$ cat config.mk
export PLATFORM = sky130hd
export DESIGN_NAME = b1srm_top
export DESIGN_NICKNAME = d
export VERILOG_FILES = /design/src/b1srm_unused_guard.sv /design/src/b1srm_pkg.sv /design/src/b1srm_top.sv /design/src/b1srm_pc_unit.sv
export VERILOG_INCLUDE_DIRS = /design/src
export SDC_FILE = /design/constraint.sdc
export NUM_CORES = 1
export LEC_CHECK = 0
export ABC_CLOCK_PERIOD_IN_PS = 3780
export BUFFER_PORTS_ARGS = -buffer_cell sky130_fd_sc_hd__buf_4
export CAP_MARGIN = 0
export CORE_ASPECT_RATIO = 1.2
export CORE_MARGIN = 3
export CORE_UTILIZATION = 59
export CTS_CLUSTER_SIZE = 28
export DETAILED_ROUTE_END_ITERATION = 6
export GPL_ROUTABILITY_DRIVEN = 0
export GPL_TIMING_DRIVEN = 0
export HOLD_SLACK_MARGIN = 0.02
export PLACE_DENSITY = 0.86
export SYNTH_ARGS = -nofsm -noshare
export SYNTH_HDL_FRONTEND = slang
export SYNTH_SLANG_ARGS = --single-unit
$ cat constraint.sdc
create_clock -name CORE_CLK_IN -period 3.78 [get_ports CORE_CLK_IN]
set_input_delay 0.567 -clock CORE_CLK_IN [delete_from_list [all_inputs] [get_ports CORE_CLK_IN]]
set_output_delay 0.567 -clock CORE_CLK_IN [all_outputs]
set_load 0.01 [all_outputs]
$ cat src/b1srm_params.svh
// constants of the bank 1 special register map: offsets, fields, reset values
//
// Notes on behaviour
// - core registers answer in both banks alike
// - upper program counter byte never directly accessible
// - five-bit latch feeds program counter bits 12:8 on a low-byte write, bits 12:11 on a jump
// - power-up values also on pin/watchdog reset, except pointer, power, event and some status/interrupt control bits
// - port E control holds flags, gap, three directions
`ifndef B1SRM_PARAMS_SVH
`define B1SRM_PARAMS_SVH

// ***************************************************************
// register offsets
// ***************************************************************
`define B1SRM_ADDR_INDIRECT     8'h80
`define B1SRM_ADDR_OPTION       8'h81
`define B1SRM_ADDR_PC_LOW       8'h82
`define B1SRM_ADDR_STATUS       8'h83
`define B1SRM_ADDR_POINTER      8'h84
`define B1SRM_ADDR_DIR_A        8'h85
`define B1SRM_ADDR_DIR_B        8'h86
`define B1SRM_ADDR_DIR_C        8'h87
`define B1SRM_ADDR_DIR_D        8'h88
`define B1SRM_ADDR_DIR_E        8'h89
`define B1SRM_ADDR_PC_LATCH     8'h8A
`define B1SRM_ADDR_INT_CTRL     8'h8B
`define B1SRM_ADDR_PERIPH_EN    8'h8C
`define B1SRM_ADDR_POWER        8'h8E
`define B1SRM_ADDR_T2_PERIOD    8'h92
`define B1SRM_ADDR_SER_ADDR     8'h93
`define B1SRM_ADDR_SER_STAT     8'h94
`define B1SRM_ADDR_EVT_STATUS   8'hA0
`define B1SRM_ADDR_EVT_MASK     8'hA1
`define B1SRM_BANK_SELECT_BIT   7

// ***************************************************************
// field positions and masks
// ***************************************************************
`define B1SRM_ST_TIMEOUT        4
`define B1SRM_ST_POWERDOWN      3
`define B1SRM_ST_WR_MASK        8'hE7
`define B1SRM_ST_KEEP_OTHER     8'h07
`define B1SRM_DE_IBF            7
`define B1SRM_DE_OBF            6
`define B1SRM_DE_IOV            5
`define B1SRM_DE_PSP            4
`define B1SRM_PE_IMPL_MASK      8'hCF
`define B1SRM_IC_KEEP_OTHER     8'h01
`define B1SRM_EVT_W             4
`define B1SRM_EVT_OVERFLOW      0
`define B1SRM_EVT_IN_FULL       1
`define B1SRM_EVT_OUT_EMPTY     2
`define B1SRM_EVT_WATCHDOG      3

// ***************************************************************
// reset values
// ***************************************************************
`define B1SRM_RST_OPTION        8'hFF
`define B1SRM_RST_STATUS        8'h18
`define B1SRM_RST_POINTER       8'h00
`define B1SRM_RST_DIR_A         6'h3F
`define B1SRM_RST_DIR_8         8'hFF
`define B1SRM_RST_DIR_E         3'h7
`define B1SRM_RST_INT_CTRL      8'h00
`define B1SRM_RST_PERIPH_EN     8'h00
`define B1SRM_RST_POWER         2'h0
`define B1SRM_RST_T2_PERIOD     8'hFF
`define B1SRM_RST_SER_ADDR      8'h00
`define B1SRM_RST_SER_STAT      6'h00
`define B1SRM_RST_PC            13'h0000
`define B1SRM_RST_PC_LATCH      5'h00

`endif

$ cat src/b1srm_unused_guard.sv
// holds no logic: every module of the block lives in the other design files

$ cat src/b1srm_pkg.sv
// types shared by the bank 1 special register map
package b1srm_pkg;

  typedef struct packed {
    logic [7:0] addr;
    logic [7:0] wdata;
    logic       wr;
    logic       rd;
  } b1srm_bus_req_t;

  typedef struct packed {
    logic in_full;
    logic out_full;
    logic overflow;
  } b1srm_psp_t;

  typedef enum logic [2:0] {
    B1SRM_RST_NONE = 3'b001,
    B1SRM_RST_PIN  = 3'b010,
    B1SRM_RST_WDOG = 3'b100
  } b1srm_reset_cause_t;

endpackage

$ cat src/b1srm_top.sv
// bank 1 special register map: register file, mirroring and event interrupt
//
// The plain strobed port is this design's own decision.
`timescale 1ns/1ps
`default_nettype none
`include "b1srm_params.svh"
module b1srm_top (
  input  wire logic        CORE_CLK_IN,
  input  wire logic        RST_N_IN,
  input  wire logic        EXT_RESET_IN,
  input  wire logic        WDT_RESET_IN,
  input  wire logic        BROWN_OUT_CAUSE_IN,
  input  wire logic [7:0]  ADDR_IN,
  input  wire logic [7:0]  WDATA_IN,
  input  wire logic        WR_IN,
  input  wire logic        RD_IN,
  output logic      [7:0]  RDATA_OUT,
  input  wire logic [7:0]  INDIRECT_RDATA_IN,
  output logic             INDIRECT_WR_OUT,
  output logic      [7:0]  INDIRECT_WDATA_OUT,
  output logic      [7:0]  INDIRECT_POINTER_OUT,
  input  wire logic        PC_ADVANCE_IN,
  input  wire logic        PC_JUMP_IN,
  input  wire logic [10:0] PC_JUMP_TARGET_IN,
  output logic      [12:0] PC_OUT,
  output logic      [4:0]  PROGRAM_COUNTER_HIGH_LATCH_OUT,
  input  wire logic        INPUT_BUFFER_FULL_IN,
  input  wire logic        OUTPUT_BUFFER_FULL_IN,
  input  wire logic        INPUT_OVERFLOW_IN,
  input  wire logic [5:0]  SERIAL_STATUS_IN,
  output logic      [7:0]  TIMER_OPTION_CONFIG_OUT,
  output logic      [7:0]  PROCESSOR_STATUS_OUT,
  output logic      [5:0]  PORT_A_DIRECTION_OUT,
  output logic      [7:0]  PORT_B_DIRECTION_OUT,
  output logic      [7:0]  PORT_C_DIRECTION_OUT,
  output logic      [7:0]  PORT_D_DIRECTION_OUT,
  output logic      [2:0]  PORT_E_DIRECTION_OUT,
  output logic             PARALLEL_SLAVE_SELECT_OUT,
  output logic      [7:0]  INTERRUPT_CONTROL_OUT,
  output logic      [7:0]  PERIPHERAL_INTERRUPT_ENABLE_OUT,
  output logic      [7:0]  TIMER2_PERIOD_OUT,
  output logic      [7:0]  SERIAL_SLAVE_ADDRESS_OUT,
  output logic             IRQ_OUT
);

  // ***************************************************************
  // request bundle and reset causes
  // ***************************************************************
  b1srm_pkg::b1srm_bus_req_t     req;
  b1srm_pkg::b1srm_psp_t         psp;
  b1srm_pkg::b1srm_reset_cause_t cause;

  assign req = '{addr: ADDR_IN, wdata: WDATA_IN, wr: WR_IN, rd: RD_IN};
  assign psp = '{in_full:  INPUT_BUFFER_FULL_IN,
                 out_full: OUTPUT_BUFFER_FULL_IN,
                 overflow: INPUT_OVERFLOW_IN};

  // watchdog outranks the pin when both arrive together
  assign cause = WDT_RESET_IN ? b1srm_pkg::B1SRM_RST_WDOG :
                 EXT_RESET_IN ? b1srm_pkg::B1SRM_RST_PIN : b1srm_pkg::B1SRM_RST_NONE;

  wire other_reset = (cause != b1srm_pkg::B1SRM_RST_NONE);
  wire wdog_reset  = (cause == b1srm_pkg::B1SRM_RST_WDOG);

  // ***************************************************************
  // address decode
  // ***************************************************************
  wire [6:0] low_addr = req.addr[6:0];
  wire       is_core  = (low_addr == 7'h00) ||
                        (low_addr == 7'h02) || (low_addr == 7'h03) ||
                        (low_addr == 7'h04) || (low_addr == 7'h0A) ||
                        (low_addr == 7'h0B);
  // core registers fold onto one decode, so either bank hits the same storage
  wire [7:0] eff_addr = is_core ? {1'b1, low_addr} : req.addr;

  wire hit_ind   = (eff_addr == `B1SRM_ADDR_INDIRECT);
  wire hit_opt   = (eff_addr == `B1SRM_ADDR_OPTION);
  wire hit_pcl   = (eff_addr == `B1SRM_ADDR_PC_LOW);
  wire hit_st    = (eff_addr == `B1SRM_ADDR_STATUS);
  wire hit_ptr   = (eff_addr == `B1SRM_ADDR_POINTER);
  wire hit_da    = (eff_addr == `B1SRM_ADDR_DIR_A);
  wire hit_db    = (eff_addr == `B1SRM_ADDR_DIR_B);
  wire hit_dc    = (eff_addr == `B1SRM_ADDR_DIR_C);
  wire hit_dd    = (eff_addr == `B1SRM_ADDR_DIR_D);
  wire hit_de    = (eff_addr == `B1SRM_ADDR_DIR_E);
  wire hit_lat   = (eff_addr == `B1SRM_ADDR_PC_LATCH);
  wire hit_ic    = (eff_addr == `B1SRM_ADDR_INT_CTRL);
  wire hit_pe    = (eff_addr == `B1SRM_ADDR_PERIPH_EN);
  wire hit_pw    = (eff_addr == `B1SRM_ADDR_POWER);
  wire hit_t2    = (eff_addr == `B1SRM_ADDR_T2_PERIOD);
  wire hit_sa    = (eff_addr == `B1SRM_ADDR_SER_ADDR);
  wire hit_ss    = (eff_addr == `B1SRM_ADDR_SER_STAT);
  wire hit_evs   = (eff_addr == `B1SRM_ADDR_EVT_STATUS);
  wire hit_evm   = (eff_addr == `B1SRM_ADDR_EVT_MASK);

  // a write in a cycle of another reset is dropped, so kept registers stay unchanged
  wire wr_live = req.wr && !other_reset;
  wire wr_ind = wr_live && hit_ind;
  wire wr_opt = wr_live && hit_opt;
  wire wr_pcl = wr_live && hit_pcl;
  wire wr_st  = wr_live && hit_st;
  wire wr_ptr = wr_live && hit_ptr;
  wire wr_lat = wr_live && hit_lat;
  wire wr_de  = wr_live && hit_de;
  wire wr_ic  = wr_live && hit_ic;
  wire wr_pe  = wr_live && hit_pe;
  wire wr_pw  = wr_live && hit_pw;
  wire wr_evm = wr_live && hit_evm;
  wire rd_evs = req.rd && hit_evs;

  // ***************************************************************
  // core registers
  // ***************************************************************
  logic [7:0] status_q;
  logic [7:0] pointer_q;
  logic [7:0] int_ctrl_q;
  logic [7:0] next_status;

  // timeout and power-down bits are hardware owned and never written by software
  assign next_status = wr_st ? ((req.wdata & `B1SRM_ST_WR_MASK) |
                                (status_q & ~`B1SRM_ST_WR_MASK)) : status_q;

  always_ff @(posedge CORE_CLK_IN or negedge RST_N_IN) begin
    if (!RST_N_IN) begin
      status_q <= `B1SRM_RST_STATUS;
    end else if (other_reset) begin
      // bank selects cleared, arithmetic flags kept, timeout bit tells the cause
      status_q <= (status_q & `B1SRM_ST_KEEP_OTHER) |
                  {3'h0, ~wdog_reset & status_q[`B1SRM_ST_TIMEOUT],
                   status_q[`B1SRM_ST_POWERDOWN] | wdog_reset, 3'h0};
    end else begin
      status_q <= next_status;
    end
  end

  always_ff @(posedge CORE_CLK_IN or negedge RST_N_IN) begin
    if (!RST_N_IN) begin
      pointer_q <= `B1SRM_RST_POINTER;
    end else if (wr_ptr) begin
      pointer_q <= req.wdata;
    end
  end

  always_ff @(posedge CORE_CLK_IN or negedge RST_N_IN) begin
    if (!RST_N_IN) begin
      int_ctrl_q <= `B1SRM_RST_INT_CTRL;
    end else if (other_reset) begin
      int_ctrl_q <= int_ctrl_q & `B1SRM_IC_KEEP_OTHER;
    end else if (wr_ic) begin
      int_ctrl_q <= req.wdata;
    end
  end

  // indirect access port has no storage: it forwards to data memory at the pointer
  always_ff @(posedge CORE_CLK_IN or negedge RST_N_IN) begin
    if (!RST_N_IN) begin
      INDIRECT_WR_OUT    <= 1'b0;
      INDIRECT_WDATA_OUT <= 8'h00;
    end else begin
      INDIRECT_WR_OUT    <= wr_ind;
      INDIRECT_WDATA_OUT <= wr_ind ? req.wdata : INDIRECT_WDATA_OUT;
    end
  end

  b1srm_pc_unit u_pc (
    .clk_in         (CORE_CLK_IN),
    .rst_n_in       (RST_N_IN),
    .soft_clear_in  (other_reset),
    .advance_in     (PC_ADVANCE_IN),
    .jump_in        (PC_JUMP_IN),
    .jump_target_in (PC_JUMP_TARGET_IN),
    .low_wr_in      (wr_pcl),
    .latch_wr_in    (wr_lat),
    .wdata_in       (req.wdata),
    .pc_out         (PC_OUT),
    .latch_out      (PROGRAM_COUNTER_HIGH_LATCH_OUT)
  );

  // ***************************************************************
  // plain configuration registers
  // ***************************************************************
  logic [7:0] option_q;
  logic [5:0] dir_a_q;
  logic [7:0] dir_b_q;
  logic [7:0] dir_c_q;
  logic [7:0] dir_d_q;
  logic [7:0] periph_en_q;
  logic [7:0] t2_period_q;
  logic [7:0] ser_addr_q;
  logic [5:0] ser_stat_q;

  always_ff @(posedge CORE_CLK_IN or negedge RST_N_IN) begin
    if (!RST_N_IN) begin
      option_q    <= `B1SRM_RST_OPTION;
      dir_a_q     <= `B1SRM_RST_DIR_A;
      dir_b_q     <= `B1SRM_RST_DIR_8;
      dir_c_q     <= `B1SRM_RST_DIR_8;
      dir_d_q     <= `B1SRM_RST_DIR_8;
      periph_en_q <= `B1SRM_RST_PERIPH_EN;
      t2_period_q <= `B1SRM_RST_T2_PERIOD;
      ser_addr_q  <= `B1SRM_RST_SER_ADDR;
    end else if (other_reset) begin
      // these carry the same value for every kind of reset
      option_q    <= `B1SRM_RST_OPTION;
      dir_a_q     <= `B1SRM_RST_DIR_A;
      dir_b_q     <= `B1SRM_RST_DIR_8;
      dir_c_q     <= `B1SRM_RST_DIR_8;
      dir_d_q     <= `B1SRM_RST_DIR_8;
      periph_en_q <= `B1SRM_RST_PERIPH_EN;
      t2_period_q <= `B1SRM_RST_T2_PERIOD;
      ser_addr_q  <= `B1SRM_RST_SER_ADDR;
    end else if (req.wr) begin
      option_q    <= wr_opt ? req.wdata : option_q;
      dir_a_q     <= hit_da ? req.wdata[5:0] : dir_a_q;
      dir_b_q     <= hit_db ? req.wdata : dir_b_q;
      dir_c_q     <= hit_dc ? req.wdata : dir_c_q;
      dir_d_q     <= hit_dd ? req.wdata : dir_d_q;
      // bit 6 is stored as written; software is expected to leave it clear
      periph_en_q <= wr_pe ? (req.wdata & `B1SRM_PE_IMPL_MASK) : periph_en_q;
      t2_period_q <= hit_t2 ? req.wdata : t2_period_q;
      ser_addr_q  <= hit_sa ? req.wdata : ser_addr_q;
    end
  end

  // serial status is read-only and simply follows the port
  always_ff @(posedge CORE_CLK_IN or negedge RST_N_IN) begin
    if (!RST_N_IN) begin
      ser_stat_q <= `B1SRM_RST_SER_STAT;
    end else begin
      ser_stat_q <= other_reset ? `B1SRM_RST_SER_STAT : SERIAL_STATUS_IN;
    end
  end

  // ***************************************************************
  // port E control and parallel slave flags
  // ***************************************************************
  logic       in_full_q;
  logic       out_full_q;
  logic       overflow_q;
  logic       psp_sel_q;
  logic [2:0] dir_e_q;
  logic [7:0] dir_e_read;

  always_ff @(posedge CORE_CLK_IN or negedge RST_N_IN) begin
    if (!RST_N_IN) begin
      in_full_q  <= 1'b0;
      out_full_q <= 1'b0;
      overflow_q <= 1'b0;
      psp_sel_q  <= 1'b0;
      dir_e_q    <= `B1SRM_RST_DIR_E;
    end else if (other_reset) begin
      in_full_q  <= 1'b0;
      out_full_q <= 1'b0;
      overflow_q <= 1'b0;
      psp_sel_q  <= 1'b0;
      dir_e_q    <= `B1SRM_RST_DIR_E;
    end else begin
      in_full_q  <= psp.in_full;
      out_full_q <= psp.out_full;
      // a new overflow beats a software clear in the same cycle
      overflow_q <= psp.overflow | (wr_de ? req.wdata[`B1SRM_DE_IOV] : overflow_q);
      psp_sel_q  <= wr_de ? req.wdata[`B1SRM_DE_PSP] : psp_sel_q;
      dir_e_q    <= wr_de ? req.wdata[2:0] : dir_e_q;
    end
  end

  // bit 3 has no storage and reads zero
  assign dir_e_read = {in_full_q, out_full_q, overflow_q, psp_sel_q, 1'b0, dir_e_q};

  // ***************************************************************
  // power flags, caught just after the power-up reset lets go
  // ***************************************************************
  logic [1:0] power_q;
  logic       power_fresh;

  always_ff @(posedge CORE_CLK_IN or negedge RST_N_IN) begin
    if (!RST_N_IN) begin
      power_fresh <= 1'b1;
      power_q     <= `B1SRM_RST_POWER;
    end else if (power_fresh) begin
      // brown-out clears only its own flag; power-on leaves the brown-out flag set
      power_fresh <= 1'b0;
      power_q     <= {BROWN_OUT_CAUSE_IN, ~BROWN_OUT_CAUSE_IN};
    end else if (wr_pw) begin
      // other resets leave these alone; software re-arms them with a write
      power_q     <= req.wdata[1:0];
    end
  end

  // ***************************************************************
  // event status, mask and interrupt
  // ***************************************************************
  logic [`B1SRM_EVT_W-1:0] evt_q;
  logic [`B1SRM_EVT_W-1:0] evt_mask_q;
  logic [`B1SRM_EVT_W-1:0] evt_hit;
  logic [`B1SRM_EVT_W-1:0] next_evt;

  assign evt_hit[`B1SRM_EVT_OVERFLOW]  = psp.overflow;
  assign evt_hit[`B1SRM_EVT_IN_FULL]   = psp.in_full & ~in_full_q;
  assign evt_hit[`B1SRM_EVT_OUT_EMPTY] = ~psp.out_full & out_full_q;
  assign evt_hit[`B1SRM_EVT_WATCHDOG]  = wdog_reset;

  genvar gi;
  generate
    for (gi = 0; gi < `B1SRM_EVT_W; gi = gi + 1) begin : g_evt
      // a read clears, but an event in the read cycle stays pending
      assign next_evt[gi] = evt_hit[gi] | (evt_q[gi] & ~rd_evs);
      always_ff @(posedge CORE_CLK_IN or negedge RST_N_IN) begin
        if (!RST_N_IN) begin
          evt_q[gi] <= 1'b0;
        end else begin
          evt_q[gi] <= next_evt[gi];
        end
      end
    end
  endgenerate

  always_ff @(posedge CORE_CLK_IN or negedge RST_N_IN) begin
    if (!RST_N_IN) begin
      evt_mask_q <= '0;
      IRQ_OUT    <= 1'b0;
    end else begin
      evt_mask_q <= wr_evm ? req.wdata[`B1SRM_EVT_W-1:0] : evt_mask_q;
      IRQ_OUT    <= |(next_evt & (wr_evm ? req.wdata[`B1SRM_EVT_W-1:0] : evt_mask_q));
    end
  end

  // ***************************************************************
  // read path
  // ***************************************************************
  logic [7:0] read_mux;

  always_comb begin
    read_mux = 8'h00;
    if (hit_ind) begin
      read_mux = INDIRECT_RDATA_IN;
    end else if (hit_opt) begin
      read_mux = option_q;
    end else if (hit_pcl) begin
      read_mux = PC_OUT[7:0];
    end else if (hit_st) begin
      read_mux = status_q;
    end else if (hit_ptr) begin
      read_mux = pointer_q;
    end else if (hit_da) begin
      read_mux = {2'h0, dir_a_q};
    end else if (hit_db) begin
      read_mux = dir_b_q;
    end else if (hit_dc) begin
      read_mux = dir_c_q;
    end else if (hit_dd) begin
      read_mux = dir_d_q;
    end else if (hit_de) begin
      read_mux = dir_e_read;
    end else if (hit_lat) begin
      read_mux = {3'h0, PROGRAM_COUNTER_HIGH_LATCH_OUT};
    end else if (hit_ic) begin
      read_mux = int_ctrl_q;
    end else if (hit_pe) begin
      read_mux = periph_en_q;
    end else if (hit_pw) begin
      read_mux = {6'h00, power_q};
    end else if (hit_t2) begin
      read_mux = t2_period_q;
    end else if (hit_sa) begin
      read_mux = ser_addr_q;
    end else if (hit_ss) begin
      read_mux = {2'h0, ser_stat_q};
    end else if (hit_evs) begin
      read_mux = {4'h0, evt_q};
    end else if (hit_evm) begin
      read_mux = {4'h0, evt_mask_q};
    end else begin
      read_mux = 8'h00;
    end
  end

  always_ff @(posedge CORE_CLK_IN or negedge RST_N_IN) begin
    if (!RST_N_IN) begin
      RDATA_OUT <= 8'h00;
    end else begin
      RDATA_OUT <= req.rd ? read_mux : 8'h00;
    end
  end

  // ***************************************************************
  // outputs straight from storage
  // ***************************************************************
  assign INDIRECT_POINTER_OUT            = pointer_q;
  assign TIMER_OPTION_CONFIG_OUT         = option_q;
  assign PROCESSOR_STATUS_OUT            = status_q;
  assign PORT_A_DIRECTION_OUT            = dir_a_q;
  assign PORT_B_DIRECTION_OUT            = dir_b_q;
  assign PORT_C_DIRECTION_OUT            = dir_c_q;
  assign PORT_D_DIRECTION_OUT            = dir_d_q;
  assign PORT_E_DIRECTION_OUT            = dir_e_q;
  assign PARALLEL_SLAVE_SELECT_OUT       = psp_sel_q;
  assign INTERRUPT_CONTROL_OUT           = int_ctrl_q;
  assign PERIPHERAL_INTERRUPT_ENABLE_OUT = periph_en_q;
  assign TIMER2_PERIOD_OUT               = t2_period_q;
  assign SERIAL_SLAVE_ADDRESS_OUT        = ser_addr_q;

endmodule
`default_nettype wire

$ cat src/b1srm_pc_unit.sv
// program counter with its five-bit high latch
`timescale 1ns/1ps
`default_nettype none
`include "b1srm_params.svh"
module b1srm_pc_unit (
  input  wire logic        clk_in,
  input  wire logic        rst_n_in,
  input  wire logic        soft_clear_in,
  input  wire logic        advance_in,
  input  wire logic        jump_in,
  input  wire logic [10:0] jump_target_in,
  input  wire logic        low_wr_in,
  input  wire logic        latch_wr_in,
  input  wire logic [7:0]  wdata_in,
  output logic      [12:0] pc_out,
  output logic      [4:0]  latch_out
);

  logic [12:0] next_pc;

  // the upper byte has no write path of its own: a low-byte write loads it from the latch, a jump takes bits 12:11 from it
  assign next_pc = low_wr_in ? {latch_out, wdata_in} :
                   jump_in   ? {latch_out[4:3], jump_target_in} :
                   advance_in ? pc_out + 13'h0001 : pc_out;

  always_ff @(posedge clk_in or negedge rst_n_in) begin
    if (!rst_n_in) begin
      pc_out <= `B1SRM_RST_PC;
    end else if (soft_clear_in) begin
      pc_out <= `B1SRM_RST_PC;
    end else begin
      pc_out <= next_pc;
    end
  end

  always_ff @(posedge clk_in or negedge rst_n_in) begin
    if (!rst_n_in) begin
      latch_out <= `B1SRM_RST_PC_LATCH;
    end else if (soft_clear_in) begin
      latch_out <= `B1SRM_RST_PC_LATCH;
    end else if (latch_wr_in) begin
      latch_out <= wdata_in[4:0];
    end
  end

endmodule
`default_nettype wire

; After elaboration in Yosys (flattened, before gate mapping)
; Cells that the tools add are included.
[totals]
regBits = 146
latch_bits = 0
ram_bits = 0
mem_bits_ro = 0
inputBits = 53
out_inout_bits = 126
elab_cells = 194
n_memories = 0
[op_classes]
n_addsub = 1
n_mul = 0
n_div = 0
magnitude_cmp = 0
eq_ne = 26
n_shift = 0
n_mux = 69
bitwise = 22
n_reduce_logical = 45
[ops]
columns = cell, n
row1 = $mux W8, 43
row2 = $eq A8 B8 Y1 const B, 19
row3 = $mux W13, 4
row4 = $mux W6, 5
row5 = $reduce_bool A2 Y1, 14
row6 = $reduce_and A2 Y1, 9
row7 = $eq A7 B2 Y1 const B, 2
row8 = $eq A7 B4 Y1 const B, 2
row9 = $add A13 B1 Y13 const B, 1
row10 = $logic_and A1 B1 Y1, 13
row11 = $mux W4, 3
row12 = $mux W5, 2
row13 = $mux W3, 3
row14 = $or A8 B5 Y8, 1
row15 = $and A1 B1 Y1, 7
row16 = $eq A7 B3 Y1 const B, 1
row17 = $logic_not A7 Y1, 1
row18 = $mux W1, 6
row19 = $mux W2, 3
row20 = $not A1 Y1, 6
row21 = $or A1 B1 Y1, 6
row22 = $logic_or A1 B1 Y1, 5
row23 = $or A3 B5 Y5, 1
row24 = $and A4 B4 Y4, 1
row25 = other kinds (5), 5

; Longest topological paths before layout
; Gate-level depths: netlist (run 1).
[depth]
word_depth = 28
mapped_depth = 10

; Modules after synthesis
; Synthesis (run 1) repeated with hierarchy kept, for this count alone.
[unflattened]
hier_cells = 852
area_unflattened_um2 = 7993.9
[by_module_without_submodules]
columns = module, n_inst, cells_each, area_per_inst_um2, seq_area_each_um2
row1 = b1srm_top, 1, 717, 6741.5, 3218.1
row2 = b1srm_pc_unit, 1, 135, 1252.5, 450.4

; Least setup slack after synthesis (run 1)
; No wires, ideal clock.
[synth_timing]
path_type = input to register
start = input port ADDR_IN[4]
end = register IRQ_OUT
setup_ps = 126
arrival_ps = 2176
t_required_ps = 3654
setup_slack_ps = 1478
stages = 7
n_path_buf = 1
path_cell_list = clkbuf_1 > and4bb_2 > nand3_1 > nor2_1 > mux2_2 > a22o_1 > a221o_1
[synth_between]
elab_chain_len = 14
word_cells_on_any_way = 28
classes_between = eq/ne (7) / mux (2) / bitwise (10) / reduce/logical (9)
[synth_lines]
columns = element, line
row1 = from (decl), b1srm_top.sv:13  ; input wire logic [7:0] ADDR_IN,
row2 = $eq A7 B2 Y1 or $logic_not A7 Y1 (tied branches), "b1srm_top.sv:70, b1srm_top.sv:69"
row3 = $logic_or A1 B1 Y1, b1srm_top.sv:69  ; wire is_core = (low_addr == 7'h00) ||
row4 = $logic_or A1 B1 Y1 (2 in series), b1srm_top.sv:70  ; (low_addr == 7'h02) || (low_addr == 7'h03) ||
row5 = $logic_or A1 B1 Y1 (2 in series), b1srm_top.sv:71  ; (low_addr == 7'h04) || (low_addr == 7'h0A) ||
row6 = $mux W8 (*), b1srm_top.sv:74  ; wire [7:0] eff_addr = is_core ? {1'b1, low_addr} : req.addr;
row7 = $eq A8 B8 Y1 (no line), --
row8 = $logic_and A1 B1 Y1, b1srm_top.sv:109  ; wire rd_evs = req.rd && hit_evs;
row9 = $not A1 Y1, b1srm_top.sv:307  ; assign next_evt[gi] = evt_hit[gi] | (evt_q[gi] & ~rd_evs);
row10 = $and A1 B1 Y1, b1srm_top.sv:307
row11 = $or A1 B1 Y1, b1srm_top.sv:307
row12 = $and A4 B4 Y4 (*), b1srm_top.sv:324  ; IRQ_OUT <= |(next_evt & (wr_evm ? req.wdata[`B1SRM_EVT_W-1:0] : evt_mask_q));
row13 = $reduce_or A4 Y1 (*), b1srm_top.sv:324
row14 = to (signal assigned), b1srm_top.sv:324
row15 = to (decl), b1srm_top.sv:43  ; output logic IRQ_OUT
; Mark *: on every way between the ends. The rest lies on a longest branch, timed or not.
; A chain may end at the register's enable or synchronous reset.

; Final worst setup path (run 1)
[layout_timing]
start = input port ADDR_IN[3]
end = register RDATA_OUT[3]
[layout_between]
elab_chain_len = 28
word_cells_on_any_way = 51
classes_between = eq/ne (24) / mux (21) / reduce/logical (6)
[layout_lines]
columns = element, line
row1 = $eq A7 B2 Y1 or $logic_not A7 Y1 (tied branches), "b1srm_top.sv:70, b1srm_top.sv:69"
row2 = $logic_or A1 B1 Y1, b1srm_top.sv:69
row3 = $logic_or A1 B1 Y1 (2 in series), b1srm_top.sv:70
row4 = $logic_or A1 B1 Y1 (2 in series), b1srm_top.sv:71
row5 = $mux W8 (*), b1srm_top.sv:74
row6 = $eq A8 B8 Y1 (no line), --
row7 = $mux W4, b1srm_top.sv:371  ; end else if (hit_evm) begin
row8 = $mux W4, b1srm_top.sv:369  ; end else if (hit_evs) begin
row9 = (+10 left out), --
row10 = $mux W8, b1srm_top.sv:347  ; end else if (hit_db) begin
row11 = $mux W8, b1srm_top.sv:345  ; end else if (hit_da) begin
row12 = $mux W8, b1srm_top.sv:343  ; end else if (hit_ptr) begin
row13 = $mux W8, b1srm_top.sv:341  ; end else if (hit_st) begin
row14 = $mux W8, b1srm_top.sv:339  ; end else if (hit_pcl) begin
row15 = $mux W8, b1srm_top.sv:337  ; end else if (hit_opt) begin
row16 = $mux W8 (*), b1srm_top.sv:335  ; if (hit_ind) begin
row17 = $mux W8 (*), b1srm_top.sv:382  ; RDATA_OUT <= req.rd ? read_mux : 8'h00;
row18 = to (signal assigned), b1srm_top.sv:382
row19 = to (decl), b1srm_top.sv:17  ; output logic [7:0] RDATA_OUT,
; Marks and branches as above.

==> results.sh, run 1 <==
export IMPL_status="finished, violations left"
export IMPL_violations="DRC"
export IMPL_critical_path_slowest_cell="nor4b_2"
export IMPL_finalNetCount=1136
export IMPL_root_buffer="clkbuf_16"
export IMPL_postCtsSetupBuffers=0
export IMPL_clkLatencyLatePin_ns=0.42
export IMPL_fin_util_pct=77.9
export IMPL_h_tree_depth=4
export IMPL_highest_layer="met4"
export IMPL_cts_path_max_buffers=2
export IMPL_routedWlPerCell_um=23.3
export IMPL_grt_antenna_before_repair=0
export IMPL_endpoint_kind="flop"
export IMPL_route_layer_met1_wl_mm=10.1
export IMPL_synthArstFlopShare_pct=100
export IMPL_p_leak_nw=4.66
export IMPL_clock_sinks=144
export IMPL_antenna_cells=0
export IMPL_core_area_mm2=0.0129
export IMPL_crit_start="ADDR_IN[3]"
export IMPL_avgSynthCellArea_um2=8.91
export IMPL_required_ns=4.06
export IMPL_ys_types=75
export IMPL_ff2ff_setup_slack_ns=1.72
export IMPL_crit_chain="buf_4, buf_1, nor4b_2, nand2_1, o21ai_0, o21ai_0, a221oi_1, o21ai_0"
export IMPL_met3_length_mm=4.32
export IMPL_peakVddDrop_mv=0.302
export IMPL_r2r_end="RDATA_OUT[0]$_DFF_PN0_"
export IMPL_critPathBufInv=2
export IMPL_crit_type="in -> reg"
export IMPL_cpMostUsedCell="o21ai_0"
export IMPL_numCtsBuffers=17
export IMPL_drv_slew=0
export IMPL_chipWidth_um=112
export IMPL_rows=45
export IMPL_finalCritPeriodShare_pct=72.4
export IMPL_track_usage_pct=39.0
export IMPL_max_freq_ghz=0.365
export IMPL_clock_skew_ns=0.0100
export IMPL_cts_hold_buf=0
export IMPL_worstPathMaxFanout=10
export IMPL_final_cell_mix="nand2_1, buf_4, dfrtp_1"
export IMPL_ant_nets=0
export IMPL_drt_pass1_iter_count=7
export IMPL_synth_edf_count=0
export IMPL_dp_hpwl_mm=21.0
export IMPL_r2r_cells=6
export IMPL_worst_pin_slew_ns=0.942
export IMPL_finalSetupViolations=0
export IMPL_drive_above_1_share_pct=28.9
export IMPL_drcViolationCount=5
export IMPL_final_seq_area_mm2=0.00367
export IMPL_multiInputGateArea_mm2=0.00392
export IMPL_tns_ns=0
export IMPL_r2r_start="u_pc.pc_out[0]$_DFFE_PN0P_"
export IMPL_clk_pin_slew_ns=0.06
export IMPL_power_density_mw_per_mm2=366
export IMPL_cts_resized=0
export IMPL_yosys_warnings=0
export IMPL_n_fill_cell=892
export IMPL_finalWirelength_mm=29.4
export IMPL_arrival_ns=3.01
export IMPL_period_needed_ns=2.74
export IMPL_vias=8493
export IMPL_mostFrequentLayoutCell="nand2_1"
export IMPL_cpPeakStageDelay_ns=0.71
export IMPL_numPortBuffers=170
export IMPL_synth_ff_type="dfrtp_1"
export IMPL_dieArea_mm2=0.0149
export IMPL_grt_pass1_wl_mm=45.1
export IMPL_cts_tree="done"
export IMPL_critical_path_top_delay_family="compound AO/OA/AOI/OAI gates"
export IMPL_dr_wl_met2_mm=12.9
export IMPL_syn_area_mm2=0.00793
export IMPL_syn_inst=890
export IMPL_ys_ff_latch=144
export IMPL_hp_class="in -> async"
export IMPL_ios=179
export IMPL_instances_no_fill=1259
export IMPL_hold_viol_final=0
export IMPL_dp_cells=1227
export IMPL_die_y_um=133
export IMPL_rsz0062_at_grt="no"
export IMPL_yosysSeqAreaShare_pct=46.2
export IMPL_grt_max_degree=84
export IMPL_cp_start_kind="primary input"
export IMPL_drt_iter0_drc=1442
export IMPL_drv_cap=0
export IMPL_grt_overflow=0
export IMPL_start_util_pct=61.5
export IMPL_grt_pass1_vias=8044
export IMPL_relSlewSlack_pct=37.1
export IMPL_syn_to_final_growth_pct=26.6
export IMPL_vias_per_cell=6.75
==> cells in the mapped netlist, types with 5 or more instances <==
| library cell | count | area, µm² |
|---|---|---|
| nand2_1 | 178 | 668 |
| dfrtp_1 | 92 | 2300 |
| nand3_1 | 76 | 380 |
| nor2_1 | 55 | 206 |
| dfstp_2 | 52 | 1370 |
| o21ai_0 | 51 | 255 |
| a21oi_1 | 50 | 250 |
| clkbuf_1 | 43 | 161 |
| mux2i_1 | 36 | 360 |
| buf_2 | 17 | 85.1 |
| mux2_2 | 17 | 191 |
| inv_1 | 13 | 48.8 |
| a211oi_1 | 11 | 82.6 |
| nand2b_1 | 11 | 68.8 |
| and2_1 | 10 | 62.6 |
| and3_1 | 10 | 62.6 |
| nor2b_1 | 9 | 56.3 |
| o211ai_1 | 9 | 67.6 |
| nand4_1 | 7 | 43.8 |
| nor3_1 | 7 | 35.0 |
| o22ai_1 | 7 | 43.8 |
| a22o_1 | 5 | 43.8 |
| buf_4 | 5 | 37.5 |
| nor3_2 | 5 | 50.1 |
| nor3b_1 | 5 | 37.5 |
| o2111ai_1 | 5 | 43.8 |
| xnor2_1 | 5 | 43.8 |
| xor2_1 | 5 | 43.8 |
==> logic make-up (layout without fill, tap and decap cells) <==
kind of cell / count (synthesis) / in the layout / share of synthesized area [%]
AND/OR/NAND/NOR: 406 / 406 / 25.2
other: 1 / 3 / 0.0473
multiplexers: 53 / 53 / 6.96
buffers and inverters: 81 / 284 / 4.45
XOR/XNOR: 10 / 10 / 1.10
flip-flops: 144 / 144 / 46.2
adder cells (fa/ha/maj): 1 / 1 / 0.158
AO/OA/AOI/OAI: 194 / 194 / 15.8
==> area by class of cell <==
cell class | count | area share (%)
multi-input combinational | 667 | 39.0
buffer | 68 | 3.03
inverter | 13 | 0.486
tap | 164 | 2.04
sequential | 144 | 36.5
clock inverter | 9 | 1.10
timing repair buffer | 171 | 13.0
clock buffer | 23 | 4.76
==> per-stage QoR <==
| stage | total power, mW | cell area (µm²) | setup WS (ns) | hold WS [ns] |
|---|---|---|---|---|
| after detailed placement | 1.99 | 9450 | 0.838 | 0.464 |
| after floorplan | 1.80 | 7940 | 1.48 | 0.271 |
| after CTS | 3.64 | 10000 | 1.29 | 0.126 |
| final | 3.67 | 10000 | 1.04 | 0.109 |
| after global placement | 1.98 | 9420 | 0.872 | 0.462 |
| after global routing | 3.75 | 10000 | 1.03 | 0.159 |
==> state kept, by name (all words and copies together) (netlist names), 2 cells and up <==
register and flops:
PORT_A_DIRECTION_OUT 6, u_pc.latch_out 5, TIMER2_PERIOD_OUT 8, INDIRECT_WDATA_OUT 8, u_pc.pc_out 13, INTERRUPT_CONTROL_OUT 8
PORT_B_DIRECTION_OUT 8, PROCESSOR_STATUS_OUT 8, evt_mask_q 4, INDIRECT_POINTER_OUT 8, RDATA_OUT 8, ser_stat_q 6
evt_q 4, PORT_D_DIRECTION_OUT 8, PERIPHERAL_INTERRUPT_ENABLE_OUT 6, SERIAL_SLAVE_ADDRESS_OUT 8, power_q 2, TIMER_OPTION_CONFIG_OUT 8
PORT_E_DIRECTION_OUT 3, PORT_C_DIRECTION_OUT 8
==> power by group <==
group / leakage (nW) / internal [mW] / total, mW / switching (mW)
registers: 1.79 / 1.57 / 1.59 / 0.0228
clock network: 0.279 / 1.02 / 1.69 / 0.664
logic: 2.59 / 0.132 / 0.392 / 0.260
==> layer usage <==
metal  vias to the layer above  global-route usage (%)
li1                       3561                       -
met1                      3947                    51.1
met2                       796                    57.5
met3                       189                    12.0
met4                         0                    22.0
met5                         -                       0
==> how the worst max path moves through the flow <==
stage          depth (start not counted)  slack [ns]                endpoint
5_1_grt                                8        1.03  RDATA_OUT[3]$_DFF_PN0_
3_5_place_dp                           7        0.84       IRQ_OUT$_DFF_PN0_
6_report                               8        1.04  RDATA_OUT[3]$_DFF_PN0_
2_1_floorplan                          7        1.48       IRQ_OUT$_DFF_PN0_
4_1_cts                                7        1.29       IRQ_OUT$_DFF_PN0_
3_3_place_gp                           7        0.87       IRQ_OUT$_DFF_PN0_
No activity file was read; power rests on OpenSTA's default activity.
==> inputs of run 2 (changes only) <==
--- a/config.mk
+++ b/config.mk
@@ -6,18 +6,19 @@
 export SDC_FILE = /design/constraint.sdc
 export NUM_CORES = 1
 export LEC_CHECK = 0
-export ABC_CLOCK_PERIOD_IN_PS = 3780
+export ABC_AREA = 1
+export ABC_CLOCK_PERIOD_IN_PS = 2770
 export BUFFER_PORTS_ARGS = -buffer_cell sky130_fd_sc_hd__buf_4
 export CAP_MARGIN = 0
 export CORE_ASPECT_RATIO = 1.2
 export CORE_MARGIN = 3
-export CORE_UTILIZATION = 59
+export CORE_UTILIZATION = 53
 export CTS_CLUSTER_SIZE = 28
 export DETAILED_ROUTE_END_ITERATION = 6
 export GPL_ROUTABILITY_DRIVEN = 0
 export GPL_TIMING_DRIVEN = 0
 export HOLD_SLACK_MARGIN = 0.02
-export PLACE_DENSITY = 0.86
+export PLACE_DENSITY = 0.8
 export SYNTH_ARGS = -nofsm -noshare
 export SYNTH_HDL_FRONTEND = slang
 export SYNTH_SLANG_ARGS = --single-unit
==> constraint.sdc (replaced) <==
create_clock -name CORE_CLK_IN -period 2.77 [get_ports CORE_CLK_IN]
set_input_delay 0.4155 -clock CORE_CLK_IN [delete_from_list [all_inputs] [get_ports CORE_CLK_IN]]
set_output_delay 0.4155 -clock CORE_CLK_IN [all_outputs]
set_load 0.01 [all_outputs]
==> results.sh, run 2 <==
export IMPL_arrival_ns=2.59
export IMPL_worst_pin_slew_ns=0.837
export IMPL_grt_antenna_before_repair=1
export IMPL_chipWidth_um=111
export IMPL_dieArea_mm2=0.0147
export IMPL_syn_area_mm2=0.00702
export IMPL_critical_path_slowest_cell="dfrtp_1"
export IMPL_clk_pin_slew_ns=0.06
export IMPL_clock_skew_ns=0.00937
export IMPL_finalSetupViolations=0
export IMPL_cts_resized=0
export IMPL_numPortBuffers=174
export IMPL_mostFrequentLayoutCell="nand2_1"
export IMPL_ys_types=40
export IMPL_root_buffer="clkbuf_16"
export IMPL_h_tree_depth=4
export IMPL_endpoint_kind="flop"
export IMPL_syn_inst=866
export IMPL_crit_start="u_pc.pc_out[1]$_DFFE_PN0P_"
export IMPL_core_area_mm2=0.0128
export IMPL_largest_reg_flops=13
export IMPL_finalWirelength_mm=23.8
export IMPL_ys_ff_latch=144
export IMPL_r2r_cells=13
export IMPL_ios=179
export IMPL_r2r_start="u_pc.pc_out[1]$_DFFE_PN0P_"
export IMPL_hold_viol_final=0
export IMPL_cts_path_max_buffers=2
export IMPL_drcViolationCount=0
export IMPL_postCtsSetupBuffers=0
export IMPL_finalNetCount=1116
export IMPL_drt_iter0_drc=808
export IMPL_numCtsBuffers=17
export IMPL_rsz0062_at_grt="no"
export IMPL_crit_chain="ha_1, nand2_1, nor2_1, inv_1, nor4_1, nand2_1, nor2_1, nand3_1, nor2_1, xor2_1, nor2_1, a21oi_1, o22ai_1"
export IMPL_cts_hold_buf=0
export IMPL_grt_overflow=0
export IMPL_synth_edf_count=0
export IMPL_tns_ns=0
export IMPL_rows=45
export IMPL_dp_hpwl_mm=17.4
export IMPL_required_ns=3.07
export IMPL_die_y_um=132
export IMPL_synthTopCellsByCount="nand2_1, o21ai_0, dfrtp_1, nor2_1, inv_1"
export IMPL_instances_no_fill=1239
export IMPL_yosysMostFrequentCell="nand2_1"
export IMPL_synth_ff_type="dfrtp_1"
export IMPL_drt_pass1_iter_count=7
export IMPL_ant_nets=0
export IMPL_cp_start_kind="flop"
export IMPL_period_needed_ns=2.30
export IMPL_track_usage_pct=31.8
export IMPL_ff2ff_setup_slack_ns=0.47
export IMPL_grt_max_degree=85
export IMPL_syn_to_final_growth_pct=30.6
export IMPL_synthTopCellsByArea="dfrtp_1, dfstp_2, nand2_1"
export IMPL_drive_above_1_share_pct=28.8
export IMPL_p_leak_nw=4.31
export IMPL_antenna_cells=0
export IMPL_yosysTopAreaCellShare_pct=32.8
export IMPL_cpMostUsedCell="nor2_1"
export IMPL_avgSynthCellArea_um2=8.10
export IMPL_grt_pass1_wl_mm=36.3
export IMPL_cpPeakStageDelay_ns=0.47
export IMPL_clkLatencyLatePin_ns=0.43
export IMPL_drv_slew=0
export IMPL_final_cell_mix="nand2_1, buf_4, o21ai_0"
export IMPL_dp_cells=1207
export IMPL_cts_tree="done"
export IMPL_crit_type="reg -> reg"
export IMPL_synth_largest_area_cell="dfrtp_1"
export IMPL_vias=7101
export IMPL_peakVddDrop_mv=0.378
export IMPL_power_density_mw_per_mm2=570
export IMPL_hp_class="in -> async"
export IMPL_r2r_end="u_pc.pc_out[12]$_DFFE_PN0P_"
export IMPL_relSlewSlack_pct=44.0
export IMPL_status="finished clean"
export IMPL_n_fill_cell=1051
export IMPL_grt_pass1_vias=6665
export IMPL_drv_cap=0
export IMPL_max_freq_ghz=0.436
export IMPL_start_util_pct=54.9
export IMPL_max_flop_register="u_pc.pc_out"
export IMPL_routedWlPerCell_um=19.2
export IMPL_yosysSeqAreaShare_pct=52.3
export IMPL_worstPathMaxFanout=4
export IMPL_critPathCapture="u_pc.pc_out[12]$_DFFE_PN0P_"
export IMPL_synthArstFlopShare_pct=100
export IMPL_yosys_warnings=0
export IMPL_clock_sinks=144
export IMPL_vias_per_cell=5.73
export IMPL_finalCritPeriodShare_pct=82.9
run 2: changes by cell type after synthesis, moves of 11 or more:
cell      before  now
inv_1         13   72
a211oi_1      11    0
o21ai_0       51  108
o21ai_1        4   27
mux2_2        17    1
mux2i_1       36    0
nand3_1       76   41
nand2b_1      11    0
clkbuf_1      43   12
nor2_1        55   81
nand2_1      178  225
run 2: per-stage QoR:
stage | hold slack, ns | utilization (%) | total power, mW | cell area [µm²] | setup WS (ns)
5_1_grt | 0.104 | 71.7 | 5.37 | 9170 | 0.283
3_5_place_dp | 0.442 | 67.0 | 2.95 | 8570 | 0.200
4_1_cts | 0.0794 | 71.7 | 5.21 | 9170 | 0.483
3_3_place_gp | 0.439 | 66.8 | 2.93 | 8540 | 0.170
2_1_floorplan | 0.120 | - | 2.59 | 7020 | 0.823
6_report | 0.0445 | 71.7 | 5.22 | 9170 | 0.475
run 2: layout make-up:
class	instances	area [µm²]	area share [%]
plain buffers	25	115	1.26
flip-flops and latches	144	3670	40.0
multi-input cells	617	2930	31.9
repair buffers	175	1340	14.6
clock inverters	9	76.3	0.833
well taps	164	205	2.24
inverters	82	313	3.41
clock buffers	23	522	5.69
run 2: layer usage:
metal / GRT usage, % / part of all wire (%) / up-vias
met5: 0 / 0.055 / -
met4: 13.5 / 4.6 / 2
met3: 8.22 / 11 / 82
met2: 50.6 / 47 / 434
met1: 41.6 / 38 / 3345
li1: - / - / 3238
run 2: worst min-delay path by stage:
| stage | from | endpoint | cells after the start |
|---|---|---|---|
| 4_1_cts | RST_N_IN | RDATA_OUT[1]$_DFF_PN0_ | 1 |
| 6_report | RST_N_IN | RDATA_OUT[2]$_DFF_PN0_ | 1 |
| 2_1_floorplan | RST_N_IN | INDIRECT_POINTER_OUT[0]$_DFFE_PN0P_ | 0 |
| 3_3_place_gp | PROCESSOR_STATUS_OUT[4]$_DFFE_PN1P_ | PROCESSOR_STATUS_OUT[4]$_DFFE_PN1P_ | 2 |
| 5_1_grt | RST_N_IN | RDATA_OUT[2]$_DFF_PN0_ | 1 |
| 3_5_place_dp | PROCESSOR_STATUS_OUT[4]$_DFFE_PN1P_ | PROCESSOR_STATUS_OUT[4]$_DFFE_PN1P_ | 2 |
run 2: cells by family (layout without fill, tap and decap cells):
family | Yosys count | count (layout) | share of synthesized area [%]
simple gates | 400 | 400 | 25.3
compound gates | 208 | 208 | 15.4
flops | 144 | 144 | 52.3
buf+inv | 107 | 314 | 6.10
xor+xnor | 4 | 4 | 0.499
fa+ha+maj | 1 | 1 | 0.178
other cells | 1 | 3 | 0.0534
mux | 1 | 1 | 0.160
run 2: power by group:
group,internal [mW],switching (mW)
logic,0.232,0.350
clock network,1.41,0.884
registers,2.24,0.0984
run 2: critical path: cells and delay by family, from the launching register on:
family | cells | cell delay, ns
adder cells (fa/ha/maj) | 1 | 0.21
XOR/XNOR | 1 | 0.16
buffers and inverters | 1 | 0.07
AO/OA/AOI/OAI | 2 | 0.19
flip-flops | 1 | 0.47
AND/OR/NAND/NOR | 8 | 1.06
==> inputs of run 3 (changes only) <==
--- a/config.mk
+++ b/config.mk
@@ -7,18 +7,18 @@
 export NUM_CORES = 1
 export LEC_CHECK = 0
 export ABC_AREA = 1
-export ABC_CLOCK_PERIOD_IN_PS = 2770
+export ABC_CLOCK_PERIOD_IN_PS = 2100
 export BUFFER_PORTS_ARGS = -buffer_cell sky130_fd_sc_hd__buf_4
 export CAP_MARGIN = 0
 export CORE_ASPECT_RATIO = 1.2
 export CORE_MARGIN = 3
-export CORE_UTILIZATION = 53
+export CORE_UTILIZATION = 48
 export CTS_CLUSTER_SIZE = 28
 export DETAILED_ROUTE_END_ITERATION = 6
 export GPL_ROUTABILITY_DRIVEN = 0
 export GPL_TIMING_DRIVEN = 0
 export HOLD_SLACK_MARGIN = 0.02
-export PLACE_DENSITY = 0.8
+export PLACE_DENSITY = 0.76
 export SYNTH_ARGS = -nofsm -noshare
 export SYNTH_HDL_FRONTEND = slang
 export SYNTH_SLANG_ARGS = --single-unit
==> constraint.sdc (replaced) <==
create_clock -name CORE_CLK_IN -period 2.1 [get_ports CORE_CLK_IN]
set_input_delay 0.315 -clock CORE_CLK_IN [delete_from_list [all_inputs] [get_ports CORE_CLK_IN]]
set_output_delay 0.315 -clock CORE_CLK_IN [all_outputs]
set_load 0.01 [all_outputs]
==> results.sh, run 3 (synthesized netlist as in run 2, its figures left out) <==
export IMPL_hold_ws_ns=0.0637
export IMPL_peakVddDrop_mv=0.449
export IMPL_ant_nets=0
export IMPL_relSlewSlack_pct=43.1
export IMPL_h_tree_depth=4
export IMPL_grt_pass1_vias=6791
export IMPL_critical_path_slowest_cell="dfrtp_2"
export IMPL_fin_ws_ns=-0.00874
export IMPL_grt_max_degree=101
export IMPL_hp_class="in -> reg"
export IMPL_finalWirelength_mm=24.5
export IMPL_grt_pass1_wl_mm=37.3
export IMPL_dp_hpwl_mm=17.9
export IMPL_n_fill_cell=1157
export IMPL_drive_above_1_share_pct=31.5
export IMPL_die_y_um=138
export IMPL_power_density_mw_per_mm2=767
export IMPL_finalSetupViolations=1
export IMPL_drv_cap=0
export IMPL_worstPathMaxFanout=3
export IMPL_cts_tree="done"
export IMPL_vias_per_cell=5.68
export IMPL_drcViolationCount=0
export IMPL_arrival_ns=2.41
export IMPL_routedWlPerCell_um=19.6
export IMPL_clock_sinks=144
export IMPL_drv_slew=0
export IMPL_crit_type="reg -> reg"
export IMPL_core_area_mm2=0.0141
export IMPL_grt_overflow=0
export IMPL_start_util_pct=49.9
export IMPL_max_flop_register="u_pc.pc_out"
export IMPL_chipWidth_um=116
export IMPL_violations="setup timing"
export IMPL_rows=47
export IMPL_cpMostUsedCell="nor2_2"
export IMPL_grt_antenna_before_repair=0
export IMPL_crit_chain="ha_2, nand2_2, nor2_4, inv_2, nor4_4, nand2_1, nor2_2, nand3_2, nor2_2, xor2_1, nor2_1, a21oi_1, o22ai_1"
export IMPL_clkLatencyLatePin_ns=0.42
export IMPL_largest_reg_flops=13
export IMPL_antenna_cells=0
export IMPL_track_usage_pct=30.3
export IMPL_dieArea_mm2=0.0161
export IMPL_instances_no_fill=1255
export IMPL_ios=179
export IMPL_hold_depth=2
export IMPL_max_freq_ghz=0.474
export IMPL_cts_path_max_buffers=2
export IMPL_ff2ff_setup_slack_ns=-0.009
export IMPL_drt_pass1_iter_count=5
export IMPL_clock_skew_ns=0.00530
export IMPL_dp_cells=1214
export IMPL_mostFrequentLayoutCell="nand2_1"
export IMPL_clk_pin_slew_ns=0.06
export IMPL_p_leak_nw=4.39
export IMPL_final_cell_mix="nand2_1, buf_4, o21ai_0"
export IMPL_finalCritPeriodShare_pct=100
export IMPL_r2r_start="u_pc.pc_out[1]$_DFFE_PN0P_"
export IMPL_drt_iter0_drc=764
export IMPL_required_ns=2.40
export IMPL_hp_start="WDT_RESET_IN"
export IMPL_rsz0062_at_grt="yes"
export IMPL_numPortBuffers=174
export IMPL_r2r_cells=13
export IMPL_numCtsBuffers=17
export IMPL_root_buffer="clkbuf_16"
export IMPL_fin_util_pct=66.9
export IMPL_holdPathEnd="PROCESSOR_STATUS_OUT[4]$_DFFE_PN1P_"
export IMPL_worst_pin_slew_ns=0.850
export IMPL_cp_start_kind="flop"
export IMPL_period_needed_ns=2.11
export IMPL_syn_to_final_growth_pct=34.0
export IMPL_status="finished, violations left"
export IMPL_hold_viol_final=0
export IMPL_cpPeakStageDelay_ns=0.37
export IMPL_endpoint_kind="flop"
export IMPL_r2r_end="u_pc.pc_out[12]$_DFFE_PN0P_"
export IMPL_finalNetCount=1125
export IMPL_vias=7125
run 3: cell count changes in the layout (fill, tap and decap cells not counted), moves of 4 or more:
cell      previous run  this run
nor2_1              81        73
buf_4              176       184
clkinv_2             6         2
nor2_4               8        14
run 3: how the worst max path moves through the flow:
stage / slack, ns / end / from / cells after the start
after global routing: -0.20 / u_pc.pc_out[12]$_DFFE_PN0P_ / u_pc.pc_out[0]$_DFFE_PN0P_ / 13
after CTS: 0.003 / RDATA_OUT[4]$_DFF_PN0_ / ADDR_IN[0] / 17
after detailed placement: -0.44 / RDATA_OUT[3]$_DFF_PN0_ / ADDR_IN[2] / 13
final: -0.009 / u_pc.pc_out[12]$_DFFE_PN0P_ / u_pc.pc_out[1]$_DFFE_PN0P_ / 13
after floorplan: 0.20 / u_pc.pc_out[12]$_DFFE_PN0P_ / u_pc.pc_out[1]$_DFFE_PN0P_ / 13
after global placement: -0.43 / RDATA_OUT[3]$_DFF_PN0_ / ADDR_IN[2] / 13
run 3: worst max-delay path: cells and delay by family (launching register included):
family          cells  cell delay, ns
compound gates      2            0.19
buf+inv             1            0.06
fa+ha+maj           1            0.18
flops               1            0.37
xor+xnor            1            0.15
simple gates        8            1.02
run 3: metrics by stage:
step	cell area [µm²]	TNS [ns]	setup WS (ns)	power (mW)
finish	9410	-0.00874	-0.00874	7.22
global route	9410	-0.459	-0.198	7.42
CTS	9260	0	0.00314	7.18
detailed placement	8580	-15.06	-0.440	3.89
global placement	8540	-11.14	-0.433	3.87
floorplan	7020	0	0.201	3.42
run 3: power breakdown:
group / internal (mW) / switching [mW]
Combinational: 0.320 / 0.484
Clock: 2.14 / 1.19
Sequential: 2.96 / 0.123
run 3: layout make-up:
type                    instances  area (µm²)  share of cell area [%]
repair buffers                184        1410                    15.0
multi-input cells             617        3030                    32.2
well taps                     171         214                    2.27
plain buffers                  25         115                    1.22
clock inverters                 7         115                    1.22
inverters                      82         317                    3.37
clock buffers                  25         538                    5.72
flip-flops and latches        144        3670                    39.0
run 3: what timing repair did:
action | in CTS | in global routing
endpoints found under the setup margin | 7 | 19
setup buffers | 1 | 7
endpoints found under the hold margin | 25 | 0
resized for setup | 5 | 27
pin swaps | 0 | 12
hold buffers | 1 | 0
run 3: per-layer routing:
metal	GRT usage (%)	share of wire [%]	vias up
met4	12.5	4.0	0
li1	-	-	3251
met5	0	0	-
met1	40.5	40	3398
met3	5.64	8.5	73
met2	48.2	48	403
